$ cat config.mk
export PLATFORM = sky130hd
export DESIGN_NAME = fcg_guard
export DESIGN_NICKNAME = d
export VERILOG_FILES = /design/src/fcg_pkg.sv /design/src/fcg_key_mem.sv /design/src/fcg_guard.sv
export VERILOG_INCLUDE_DIRS = /design/src /design/src/src
export SDC_FILE = /design/constraint.sdc
export NUM_CORES = 1
export LEC_CHECK = 0
export ABC_AREA = 0
export BUFFER_PORTS_ARGS = -buffer_cell sky130_fd_sc_hd__buf_2
export CAP_MARGIN = 30
export CORE_ASPECT_RATIO = 1.4
export CORE_MARGIN = 2
export CORE_UTILIZATION = 50
export CTS_BUF_LIST = sky130_fd_sc_hd__clkbuf_2 sky130_fd_sc_hd__clkbuf_4 sky130_fd_sc_hd__clkbuf_8
export DETAILED_ROUTE_END_ITERATION = 10
export GPL_TIMING_DRIVEN = 0
export PLACE_DENSITY = 0.74
export SETUP_SLACK_MARGIN = 0.1
export SYNTH_ARGS = -nofsm -noshare
export SYNTH_HDL_FRONTEND = slang
export SYNTH_SLANG_ARGS = --single-unit
$ cat constraint.sdc
create_clock -name clk_in -period 2.1 [get_ports clk_in]
set_input_delay 0.42 -clock clk_in [delete_from_list [all_inputs] [get_ports clk_in]]
set_output_delay 0.42 -clock clk_in [all_outputs]
set_load 0.02 [all_outputs]
$ cat src/fcg_consts.svh
// fcg_consts.svh - offsets, field positions, codes and reset values of the flash command guard
`ifndef FCG_CONSTS_SVH
`define FCG_CONSTS_SVH

// ============================================================
// register offsets
`define FCG_OFS_CLKDIV   16'h1820
`define FCG_OFS_OPTWORK  16'h1821
`define FCG_OFS_CONFIG   16'h1823
`define FCG_OFS_PROTWORK 16'h1824
`define FCG_OFS_STATUS   16'h1825
`define FCG_OFS_CMDCODE  16'h1826
`define FCG_OFS_KEY      16'hffb0
`define FCG_OFS_PROTECTION_NONVOLATILE   16'hffbd
`define FCG_OFS_OPTIONS_NONVOLATILE    16'hffbf

// ============================================================
// field positions
`define FCG_DIV_LOADED_BIT   7
`define FCG_PRESCALE8_BIT    6
`define FCG_KEY_ACCESS_BIT   5
`define FCG_KEY_ENABLE_BIT   7
`define FCG_PROT_OPEN_BIT    7
`define FCG_PROT_DIS_BIT     6
`define FCG_PROT_SIZE_LSB    3
`define FCG_ST_CBEF_BIT      7
`define FCG_ST_CCF_BIT       6
`define FCG_ST_PVIOL_BIT     5
`define FCG_ST_ACCERR_BIT    4
`define FCG_ST_BLANK_BIT     2
`define FCG_SEC_UNSECURED    2'h2

// ============================================================
// command codes
`define FCG_CMD_BLANK   8'h05
`define FCG_CMD_BYTE    8'h20
`define FCG_CMD_BURST   8'h25
`define FCG_CMD_PAGE    8'h40
`define FCG_CMD_MASS    8'h41

// ============================================================
// reset values and masks
`define FCG_RST_BYTE    8'h00
`define FCG_CONFIG_MASK 8'h20
`define FCG_PROT_MASK   8'hf8
`define FCG_OPT_MASK    8'hc3

`endif

$ cat src/fcg_pkg.sv
// fcg_pkg.sv - types shared by the flash command guard files
package fcg_pkg;

  // ============================================================
  // command sequence states
  typedef enum logic [3:0] {
    FCG_IDLE = 4'b0001,
    FCG_ADDR = 4'b0010,
    FCG_CMD  = 4'b0100,
    FCG_BUSY = 4'b1000
  } fcg_state_t;

endpackage

$ cat src/fcg_key_mem.sv
// fcg_key_mem.sv - small byte store holding the backdoor comparison key
`timescale 1ns/1ps
module fcg_key_mem #(
  parameter int WIDTH = 8,
  parameter int DEPTH = 8,
  parameter int AW    = $clog2(DEPTH)
) (
  // clock
  input  wire logic             clk_in,
  // write port
  input  wire logic             we_in,
  input  wire logic [AW-1:0]    waddr_in,
  input  wire logic [WIDTH-1:0] wdata_in,
  // read port
  input  wire logic [AW-1:0]    raddr_in,
  output logic      [WIDTH-1:0] rdata_out
);

  // ============================================================
  // storage, read data registered
  logic [WIDTH-1:0] mem [DEPTH];

  always_ff @(posedge clk_in) begin
    if (we_in) begin
      mem[waddr_in] <= wdata_in;
    end
    rdata_out <= mem[raddr_in];
  end

endmodule

$ cat src/fcg_guard.sv
// fcg_guard.sv - flash command sequence checker, block protection and backdoor key
`timescale 1ns/1ps
`include "fcg_consts.svh"
module fcg_guard #(
  parameter logic [15:0] FLASH_LO   = 16'h8000,
  parameter int          BLOCK_UNIT = 512,
  parameter int          KEY_BYTES  = 8
) (
  // clock and reset
  input  wire logic        clk_in,
  input  wire logic        rst_in,
  // processor and debug access
  input  wire logic [15:0] bus_addr_in,
  input  wire logic [7:0]  bus_wdata_in,
  input  wire logic        bus_wr_in,
  input  wire logic        bus_rd_in,
  input  wire logic        bus_bdm_in,
  output logic      [7:0]  bus_rdata_out,
  // system
  input  wire logic        stop_mode_in,
  input  wire logic [7:0]  nv_prot_in,
  input  wire logic [7:0]  nv_opt_in,
  input  wire logic        nv_key_we_in,
  input  wire logic [2:0]  nv_key_idx_in,
  input  wire logic [7:0]  nv_key_data_in,
  // flash array
  input  wire logic        array_done_in,
  input  wire logic        array_blank_in,
  output logic             array_go_out,
  output logic             array_abort_out,
  output logic [7:0]       array_cmd_out,
  output logic [15:0]      array_addr_out,
  output logic [7:0]       array_data_out,
  output logic             flash_clk_en_out,
  output logic             secured_out
);
  import fcg_pkg::*;

  // ============================================================
  // state
  fcg_state_t  state, next_state;
  logic [7:0]  clkdiv, next_clkdiv, config_reg, next_config, prot, next_prot, opt;
  logic        ccf, next_ccf, pviol, next_pviol, accerr, next_accerr, blank, next_blank;
  logic [7:0]  cmd, next_cmd, wdat, next_wdat, rdata, next_rdata;
  logic [15:0] addr, next_addr;
  logic        go, next_go, abort, next_abort;
  logic [8:0]  div_cnt, next_div_cnt;
  logic        fclk, next_fclk;
  logic [2:0]  key_idx, next_key_idx;
  logic        key_fail, next_key_fail, unlock, next_unlock;
  logic [7:0]  key_rd;

  // ============================================================
  // decode
  logic is_ctl, arr_wr, key_wr, cmd_wr, stat_wr, cmd_legal, cmd_dbg_bad, secured, cbef;
  logic prot_hit, any_prot, launch, err_seq;
  logic [16:0] prot_base;

  assign secured   = (opt[1:0] != `FCG_SEC_UNSECURED) && !unlock;
  assign cbef      = (state != FCG_BUSY);
  assign is_ctl    = (bus_addr_in >= `FCG_OFS_CLKDIV) && (bus_addr_in <= `FCG_OFS_CMDCODE);
  assign key_wr    = bus_wr_in && config_reg[`FCG_KEY_ACCESS_BIT]
                     && opt[`FCG_KEY_ENABLE_BIT]
                     && (bus_addr_in[15:3] == `FCG_OFS_KEY >> 3);
  assign arr_wr    = bus_wr_in && (bus_addr_in >= FLASH_LO) && !key_wr;
  assign cmd_wr    = bus_wr_in && (bus_addr_in == `FCG_OFS_CMDCODE);
  assign stat_wr   = bus_wr_in && (bus_addr_in == `FCG_OFS_STATUS);
  assign cmd_legal = (bus_wdata_in == `FCG_CMD_BLANK) || (bus_wdata_in == `FCG_CMD_BYTE)
                     || (bus_wdata_in == `FCG_CMD_BURST) || (bus_wdata_in == `FCG_CMD_PAGE)
                     || (bus_wdata_in == `FCG_CMD_MASS);
  assign cmd_dbg_bad = bus_bdm_in && secured && ((bus_wdata_in == `FCG_CMD_BYTE)
                     || (bus_wdata_in == `FCG_CMD_BURST)
                     || (bus_wdata_in == `FCG_CMD_PAGE));

  // protected block sits at the top of the map, its size set by the size field
  assign prot_base = 17'h10000 - 17'((BLOCK_UNIT) << prot[`FCG_PROT_SIZE_LSB +: 3]);
  assign any_prot  = !prot[`FCG_PROT_OPEN_BIT] || !prot[`FCG_PROT_DIS_BIT];
  // blank check only reads the array, so protection never stops it
  assign prot_hit  = (cmd == `FCG_CMD_BLANK) ? 1'b0
                   : (cmd == `FCG_CMD_MASS) ? any_prot
                   : (!prot[`FCG_PROT_OPEN_BIT]
                      || (!prot[`FCG_PROT_DIS_BIT] && ({1'b0, addr} >= prot_base)));
  assign launch    = (state == FCG_CMD) && stat_wr && bus_wdata_in[`FCG_ST_CBEF_BIT];

  // ============================================================
  // sequence checker
  always_comb begin
    next_state  = state;
    next_cmd    = cmd;
    next_addr   = addr;
    next_wdat   = wdat;
    next_go     = 1'b0;
    next_abort  = 1'b0;
    next_ccf    = ccf;
    next_blank  = blank;
    err_seq     = 1'b0;
    next_pviol  = pviol;
    next_accerr = accerr;
    // software clears flags by writing one; a set in the same cycle wins below
    if (state == FCG_IDLE && stat_wr) begin
      if (bus_wdata_in[`FCG_ST_PVIOL_BIT]) next_pviol = 1'b0;
      if (bus_wdata_in[`FCG_ST_ACCERR_BIT]) next_accerr = 1'b0;
    end
    case (state)
      FCG_IDLE: begin
        if (arr_wr && !clkdiv[`FCG_DIV_LOADED_BIT]) begin
          err_seq = 1'b1;
        end else if (arr_wr) begin
          next_state = FCG_ADDR;
          next_addr  = bus_addr_in;
          next_wdat  = bus_wdata_in;
        end
      end
      FCG_ADDR: begin
        if (arr_wr) begin
          err_seq = 1'b1;
        end else if (cmd_wr) begin
          if (!cmd_legal || cmd_dbg_bad) begin
            err_seq = 1'b1;
          end else begin
            next_state = FCG_CMD;
            next_cmd   = bus_wdata_in;
          end
        end else if (bus_wr_in && is_ctl) begin
          err_seq = 1'b1;
        end
      end
      FCG_CMD: begin
        if (launch) begin
          next_ccf = 1'b0;
          if (prot_hit) begin
            next_state = FCG_IDLE;
            next_pviol = 1'b1;
          end else begin
            next_state = FCG_BUSY;
            next_go    = 1'b1;
          end
        end else if (arr_wr || cmd_wr || (is_ctl && (bus_wr_in || bus_rd_in))) begin
          err_seq = 1'b1;
        end
      end
      FCG_BUSY: begin
        if (stop_mode_in) begin
          next_state  = FCG_IDLE;
          next_abort  = 1'b1;
          next_accerr = 1'b1;
        end else if (array_done_in) begin
          next_state = FCG_IDLE;
          next_ccf   = 1'b1;
          next_blank = array_blank_in;
        end
        if (arr_wr) next_accerr = 1'b1;
      end
      default: next_state = FCG_IDLE;
    endcase
    // an error drops whatever was buffered and leaves the array untouched
    if (err_seq) begin
      next_state  = FCG_IDLE;
      next_accerr = 1'b1;
    end
  end

  // ============================================================
  // control registers
  always_comb begin
    next_clkdiv = clkdiv;
    next_config = config_reg;
    next_prot   = prot;
    if (bus_wr_in && !err_seq && state == FCG_IDLE) begin
      if (bus_addr_in == `FCG_OFS_CLKDIV) begin
        next_clkdiv = {1'b1, bus_wdata_in[6:0]};
      end else if (bus_addr_in == `FCG_OFS_CONFIG) begin
        next_config = bus_wdata_in & `FCG_CONFIG_MASK;
      end else if (bus_addr_in == `FCG_OFS_PROTWORK && bus_bdm_in) begin
        next_prot = bus_wdata_in & `FCG_PROT_MASK;
      end
    end
  end

  always_comb begin
    next_rdata = `FCG_RST_BYTE;
    if (bus_rd_in) begin
      if (bus_addr_in == `FCG_OFS_CLKDIV) begin
        next_rdata = clkdiv;
      end else if (bus_addr_in == `FCG_OFS_OPTWORK) begin
        next_rdata = opt;
      end else if (bus_addr_in == `FCG_OFS_CONFIG) begin
        next_rdata = config_reg;
      end else if (bus_addr_in == `FCG_OFS_PROTWORK) begin
        next_rdata = prot;
      end else if (bus_addr_in == `FCG_OFS_STATUS) begin
        next_rdata = {cbef, ccf, pviol, accerr, 1'b0, blank, 2'b00};
      end else if (bus_addr_in == `FCG_OFS_CMDCODE) begin
        next_rdata = cmd;
      end
    end
  end

  // ============================================================
  // flash clock enable: divide by (div+1), times eight when prescaled
  always_comb begin
    next_div_cnt = div_cnt + 9'h001;
    next_fclk    = 1'b0;
    if (!clkdiv[`FCG_DIV_LOADED_BIT]) begin
      next_div_cnt = 9'h000;
    end else if (div_cnt >= (clkdiv[`FCG_PRESCALE8_BIT] ? {clkdiv[5:0], 3'h7}
                                                       : {3'h0, clkdiv[5:0]})) begin
      next_div_cnt = 9'h000;
      next_fclk    = 1'b1;
    end
  end

  // ============================================================
  // backdoor key compare; bytes must be written in order with a spare cycle
  // between them so the registered key byte has caught up
  always_comb begin
    next_key_idx  = key_idx;
    next_key_fail = key_fail;
    next_unlock   = unlock;
    if (key_wr) begin
      next_key_idx = key_idx + 3'h1;
      if (bus_addr_in[2:0] != key_idx || bus_wdata_in != key_rd) begin
        next_key_fail = 1'b1;
      end
      if (key_idx == 3'(KEY_BYTES - 1)) begin
        next_unlock   = !next_key_fail;
        next_key_fail = 1'b0;
      end
    end
  end

  fcg_key_mem #(
    .WIDTH (8),
    .DEPTH (KEY_BYTES)
  ) u_key (
    .clk_in    (clk_in),
    .we_in     (nv_key_we_in),
    .waddr_in  (nv_key_idx_in),
    .wdata_in  (nv_key_data_in),
    .raddr_in  (key_idx),
    .rdata_out (key_rd)
  );

  // ============================================================
  // registers
  always_ff @(posedge clk_in) begin
    if (rst_in) begin
      state    <= FCG_IDLE;
      clkdiv   <= `FCG_RST_BYTE;
      config_reg <= `FCG_RST_BYTE;
      prot     <= nv_prot_in & `FCG_PROT_MASK;
      opt      <= nv_opt_in & `FCG_OPT_MASK;
      ccf      <= 1'b1;
      pviol    <= 1'b0;
      accerr   <= 1'b0;
      blank    <= 1'b0;
      cmd      <= `FCG_RST_BYTE;
      addr     <= 16'h0000;
      wdat     <= `FCG_RST_BYTE;
      go       <= 1'b0;
      abort    <= 1'b0;
      rdata    <= `FCG_RST_BYTE;
      div_cnt  <= 9'h000;
      fclk     <= 1'b0;
      key_idx  <= 3'h0;
      key_fail <= 1'b0;
      unlock   <= 1'b0;
    end else begin
      state    <= next_state;
      clkdiv   <= next_clkdiv;
      config_reg <= next_config;
      prot     <= next_prot;
      ccf      <= next_ccf;
      pviol    <= next_pviol;
      accerr   <= next_accerr;
      blank    <= next_blank;
      cmd      <= next_cmd;
      addr     <= next_addr;
      wdat     <= next_wdat;
      go       <= next_go;
      abort    <= next_abort;
      rdata    <= next_rdata;
      div_cnt  <= next_div_cnt;
      fclk     <= next_fclk;
      key_idx  <= next_key_idx;
      key_fail <= next_key_fail;
      unlock   <= next_unlock;
    end
  end

  logic sec_q;
  always_ff @(posedge clk_in) begin
    sec_q <= rst_in ? 1'b1 : secured;
  end

  assign bus_rdata_out    = rdata;
  assign array_go_out     = go;
  assign array_abort_out  = abort;
  assign array_cmd_out    = cmd;
  assign array_addr_out   = addr;
  assign array_data_out   = wdat;
  assign flash_clk_en_out = fclk;
  assign secured_out      = sec_q;
endmodule

==> summary.txt <==
Inserted Clock Buffers: 17
Req. time, crit path: 2.43 ns
Remaining DRCs: 0
Synth Area in Compound Gates: 0.0812
IO Pins: 104
multi-input combinational cell area: 0.00292 sq mm
Clock Sinks: 156
worst hold path type: input port to register
Die Wd: 103 microns
Crit. End Element: register
DR vias/cell: 5.66
Worst-path clk slew: 0.08 ns
GRT Total Usage: 0.238
Final Non-Filler Cells: 914
grt ovf: 0
DR pass1 iterations: 5
startpoint types: register
Die Ht: 143 microns
status: complete, but fails checks
fmax: 0.465 GHz
Int Power: 4.52 mW
post-synthesis mux area share: 0.105
CP Max Fanout: 3
WS Path Type: register to register
pwr dens: 727 mW/mm^2
VDD IR max: 0.000498 V
initial antenna violation count: 0
Post-Route WL: 17,000 microns
Synth Register Bits: 156
max cap viols: 0
max-slew violation count: 0
Sw Ratio: 0.233
GPL Wtd Cong: 0.952
Post-Syn Area: 0.00686 sq mm
pin count of the biggest net entering global routing: 17
Psw: 1.38 mW
port bufs: 91
Synth Flop Type: dfxtp_1
Synth Area in Adders: 0.0347
leakage: 3.05 nW
Core Rows: 50
clk buf depth: 2
Post-Synth XOR/XNOR Area: 0.0243
setup repair after global routing missed its margin: true
Fin. Hold Viols: 0
Area Overhead vs Synth: 18.3%
Logic pwr share: 0.058
distinct cell type count after synthesis: 57
Final min period: 2.15 ns
Syn Inst Count: 598
placed cell count: 873
vias in the first global route: 5,009
Register Area: 0.00386 sq mm
clock root cell: clkbuf_8
Slew @ Worst Pin: 0.821 ns
Tcrit/Tclk final: 1.02
simple-gate share of the synthesized area: 0.171
Post-synth EDFFs: 73
core area: 0.0134 sq mm
async set or reset register ratio after synthesis: 0
Antenna Violating Nets Remaining: 0
total power: 5.90 mW
HPWL Detailed: 12,500 microns
max reg flops: 64
Critical Path AT: 2.49 ns
nets: 798
first-pass GRT wire length: 26,000 microns
final setup vio count: 4
commonest non-fill, non-tap cell in the layout: buf_2
ANT cells: 0
fraction of layout cells with a size suffix above 1: 0.280
worst clock skew: 0.00826 ns
Syn. warnings: 0
via count: 5,173
H-tree depth: 4
Slew headroom: 0.451
setup ws final: -0.0517 ns
share of the yosys chip area belonging to registers: 0.562
largest family of logic cells by synthesized area: simple AND/OR/NAND/NOR gates
clock share of power: 0.388
largest reg by FF count: u_key.mem
Net Count, Synth: 677
Skew-Pair Late Insertion Delay: 0.45 ns
Reg power frac: 0.554
Starting Density: 0.512
die area: 0.0147 sq mm
failing checks: setup timing
Layout Utilization: 0.606
Routed wire per std cell: 18.6 microns
Iteration-0 DRC Markers: 217
CTS tree: yes
most frequent cells in the layout: buf_2, dfxtp_1, nand2_1
syn_area_per_cell: 11.5 sq um
Fill cells: 1,134
what timing repair did:
| item | in CTS | in global routing |
|---|---|---|
| endpoints found under the setup margin | 47 | 65 |
| setup buffers | 7 | 1 |
| pin swaps | 2 | 8 |
| gates cloned | 0 | 1 |
| gates resized for setup | 9 | 21 |
| hold buffers | 0 | 0 |
worst max-delay path: stages, from the launching register on:
cell and delay, ns:
edfxtp_1 0.42, or3_1 0.40, ha_1 0.29, o211ai_1 0.19, a21oi_2 0.09, nor4_2 0.14, a221o_1 0.27, nor2_1 0.06
nand4bb_1 0.18
power by group through the flow:
stage	clock network [mW]	registers, mW	logic [mW]
finish	2.29	3.27	0.344
global route	2.43	3.27	0.372
CTS	2.31	3.27	0.338
detailed placement	0	3.34	0.317
global placement	0	3.34	0.307
floorplan	0	3.33	0.167
path summary, 6_finish.rpt:
path / start / end / slack (ns) / cells past startpoint
hold / removal: nv_opt_in[7] / opt[7] / 0.14 / 1
hold reg to reg: array_addr_out[7] / array_addr_out[7] / 0.46 / 2
setup / recovery: prot[5] / state[0] / -0.05 / 8
setup reg to reg: prot[5] / state[0] / -0.05 / 8
synthesized netlist by cell type, drive strengths merged (3+ instances only):
| cell | n | area share |
|---|---|---|
| and3b | 4 | 0.0051 |
| nor3 | 6 | 0.0044 |
| mux2 | 13 | 0.021 |
| nand2b | 10 | 0.0091 |
| nand3 | 10 | 0.0073 |
| a21oi | 48 | 0.035 |
| xor2 | 6 | 0.0077 |
| nand3b | 3 | 0.0033 |
| mux4 | 16 | 0.053 |
| nand2 | 75 | 0.041 |
| o211a | 4 | 0.0058 |
| and3 | 3 | 0.0027 |
| or2 | 3 | 0.0027 |
| inv | 6 | 0.0033 |
| nor4b | 7 | 0.013 |
| nor2 | 62 | 0.034 |
| dfxtp | 83 | 0.24 |
| buf | 13 | 0.0091 |
| o21a | 4 | 0.0044 |
| nand4b | 3 | 0.0038 |
| nor4 | 11 | 0.015 |
| clkbuf | 19 | 0.010 |
| o22ai | 3 | 0.0027 |
| mux2i | 21 | 0.031 |
| and2 | 4 | 0.0036 |
| or3 | 3 | 0.0027 |
| edfxtp | 73 | 0.32 |
| ha | 19 | 0.035 |
| nor2b | 6 | 0.0055 |
| nand4 | 8 | 0.0073 |
| xnor2 | 13 | 0.017 |
| o21ai | 11 | 0.0080 |
per-layer routing:
layer,GRT usage,vias to the layer above,wire [microns]
met2,0.423,164,9230
li1,-,2432,-
met4,0.111,0,546
met3,0.0467,42,691
met5,0,-,0
met1,0.268,2535,6570
kinds of logic (layout without fill, tap and decap cells):
family,after synthesis,count (layout)
simple gates,226,226
flops,156,156
compound gates,90,90
mux,50,50
buf+inv,38,172
fa+ha+maj,19,19
xor+xnor,19,19
through the flow:
| stage | setup WS, ns | instance area, sq um | hold slack, ns | setup TNS, ns |
|---|---|---|---|---|
| after detailed placement | -0.486 | 7560 | 0.451 | -13.18 |
| after floorplan | 0.104 | 6860 | 0.430 | 0 |
| after global placement | -0.409 | 7540 | 0.443 | -11.62 |
| after CTS | -0.0960 | 8050 | 0.119 | -0.298 |
| final | -0.0517 | 8120 | 0.140 | -0.148 |
| after global routing | -0.227 | 8120 | 0.125 | -0.752 |
final cells by class:
class,count,area share
multi-input combinational,404,0.360
inverter,6,0.00277
tap,182,0.0281
clock inverter,12,0.0166
sequential,156,0.475
buffer,32,0.0185
clock buffer,20,0.0331
timing repair buffer,102,0.0660
Note: power is estimated with default switching activity, not from simulation.
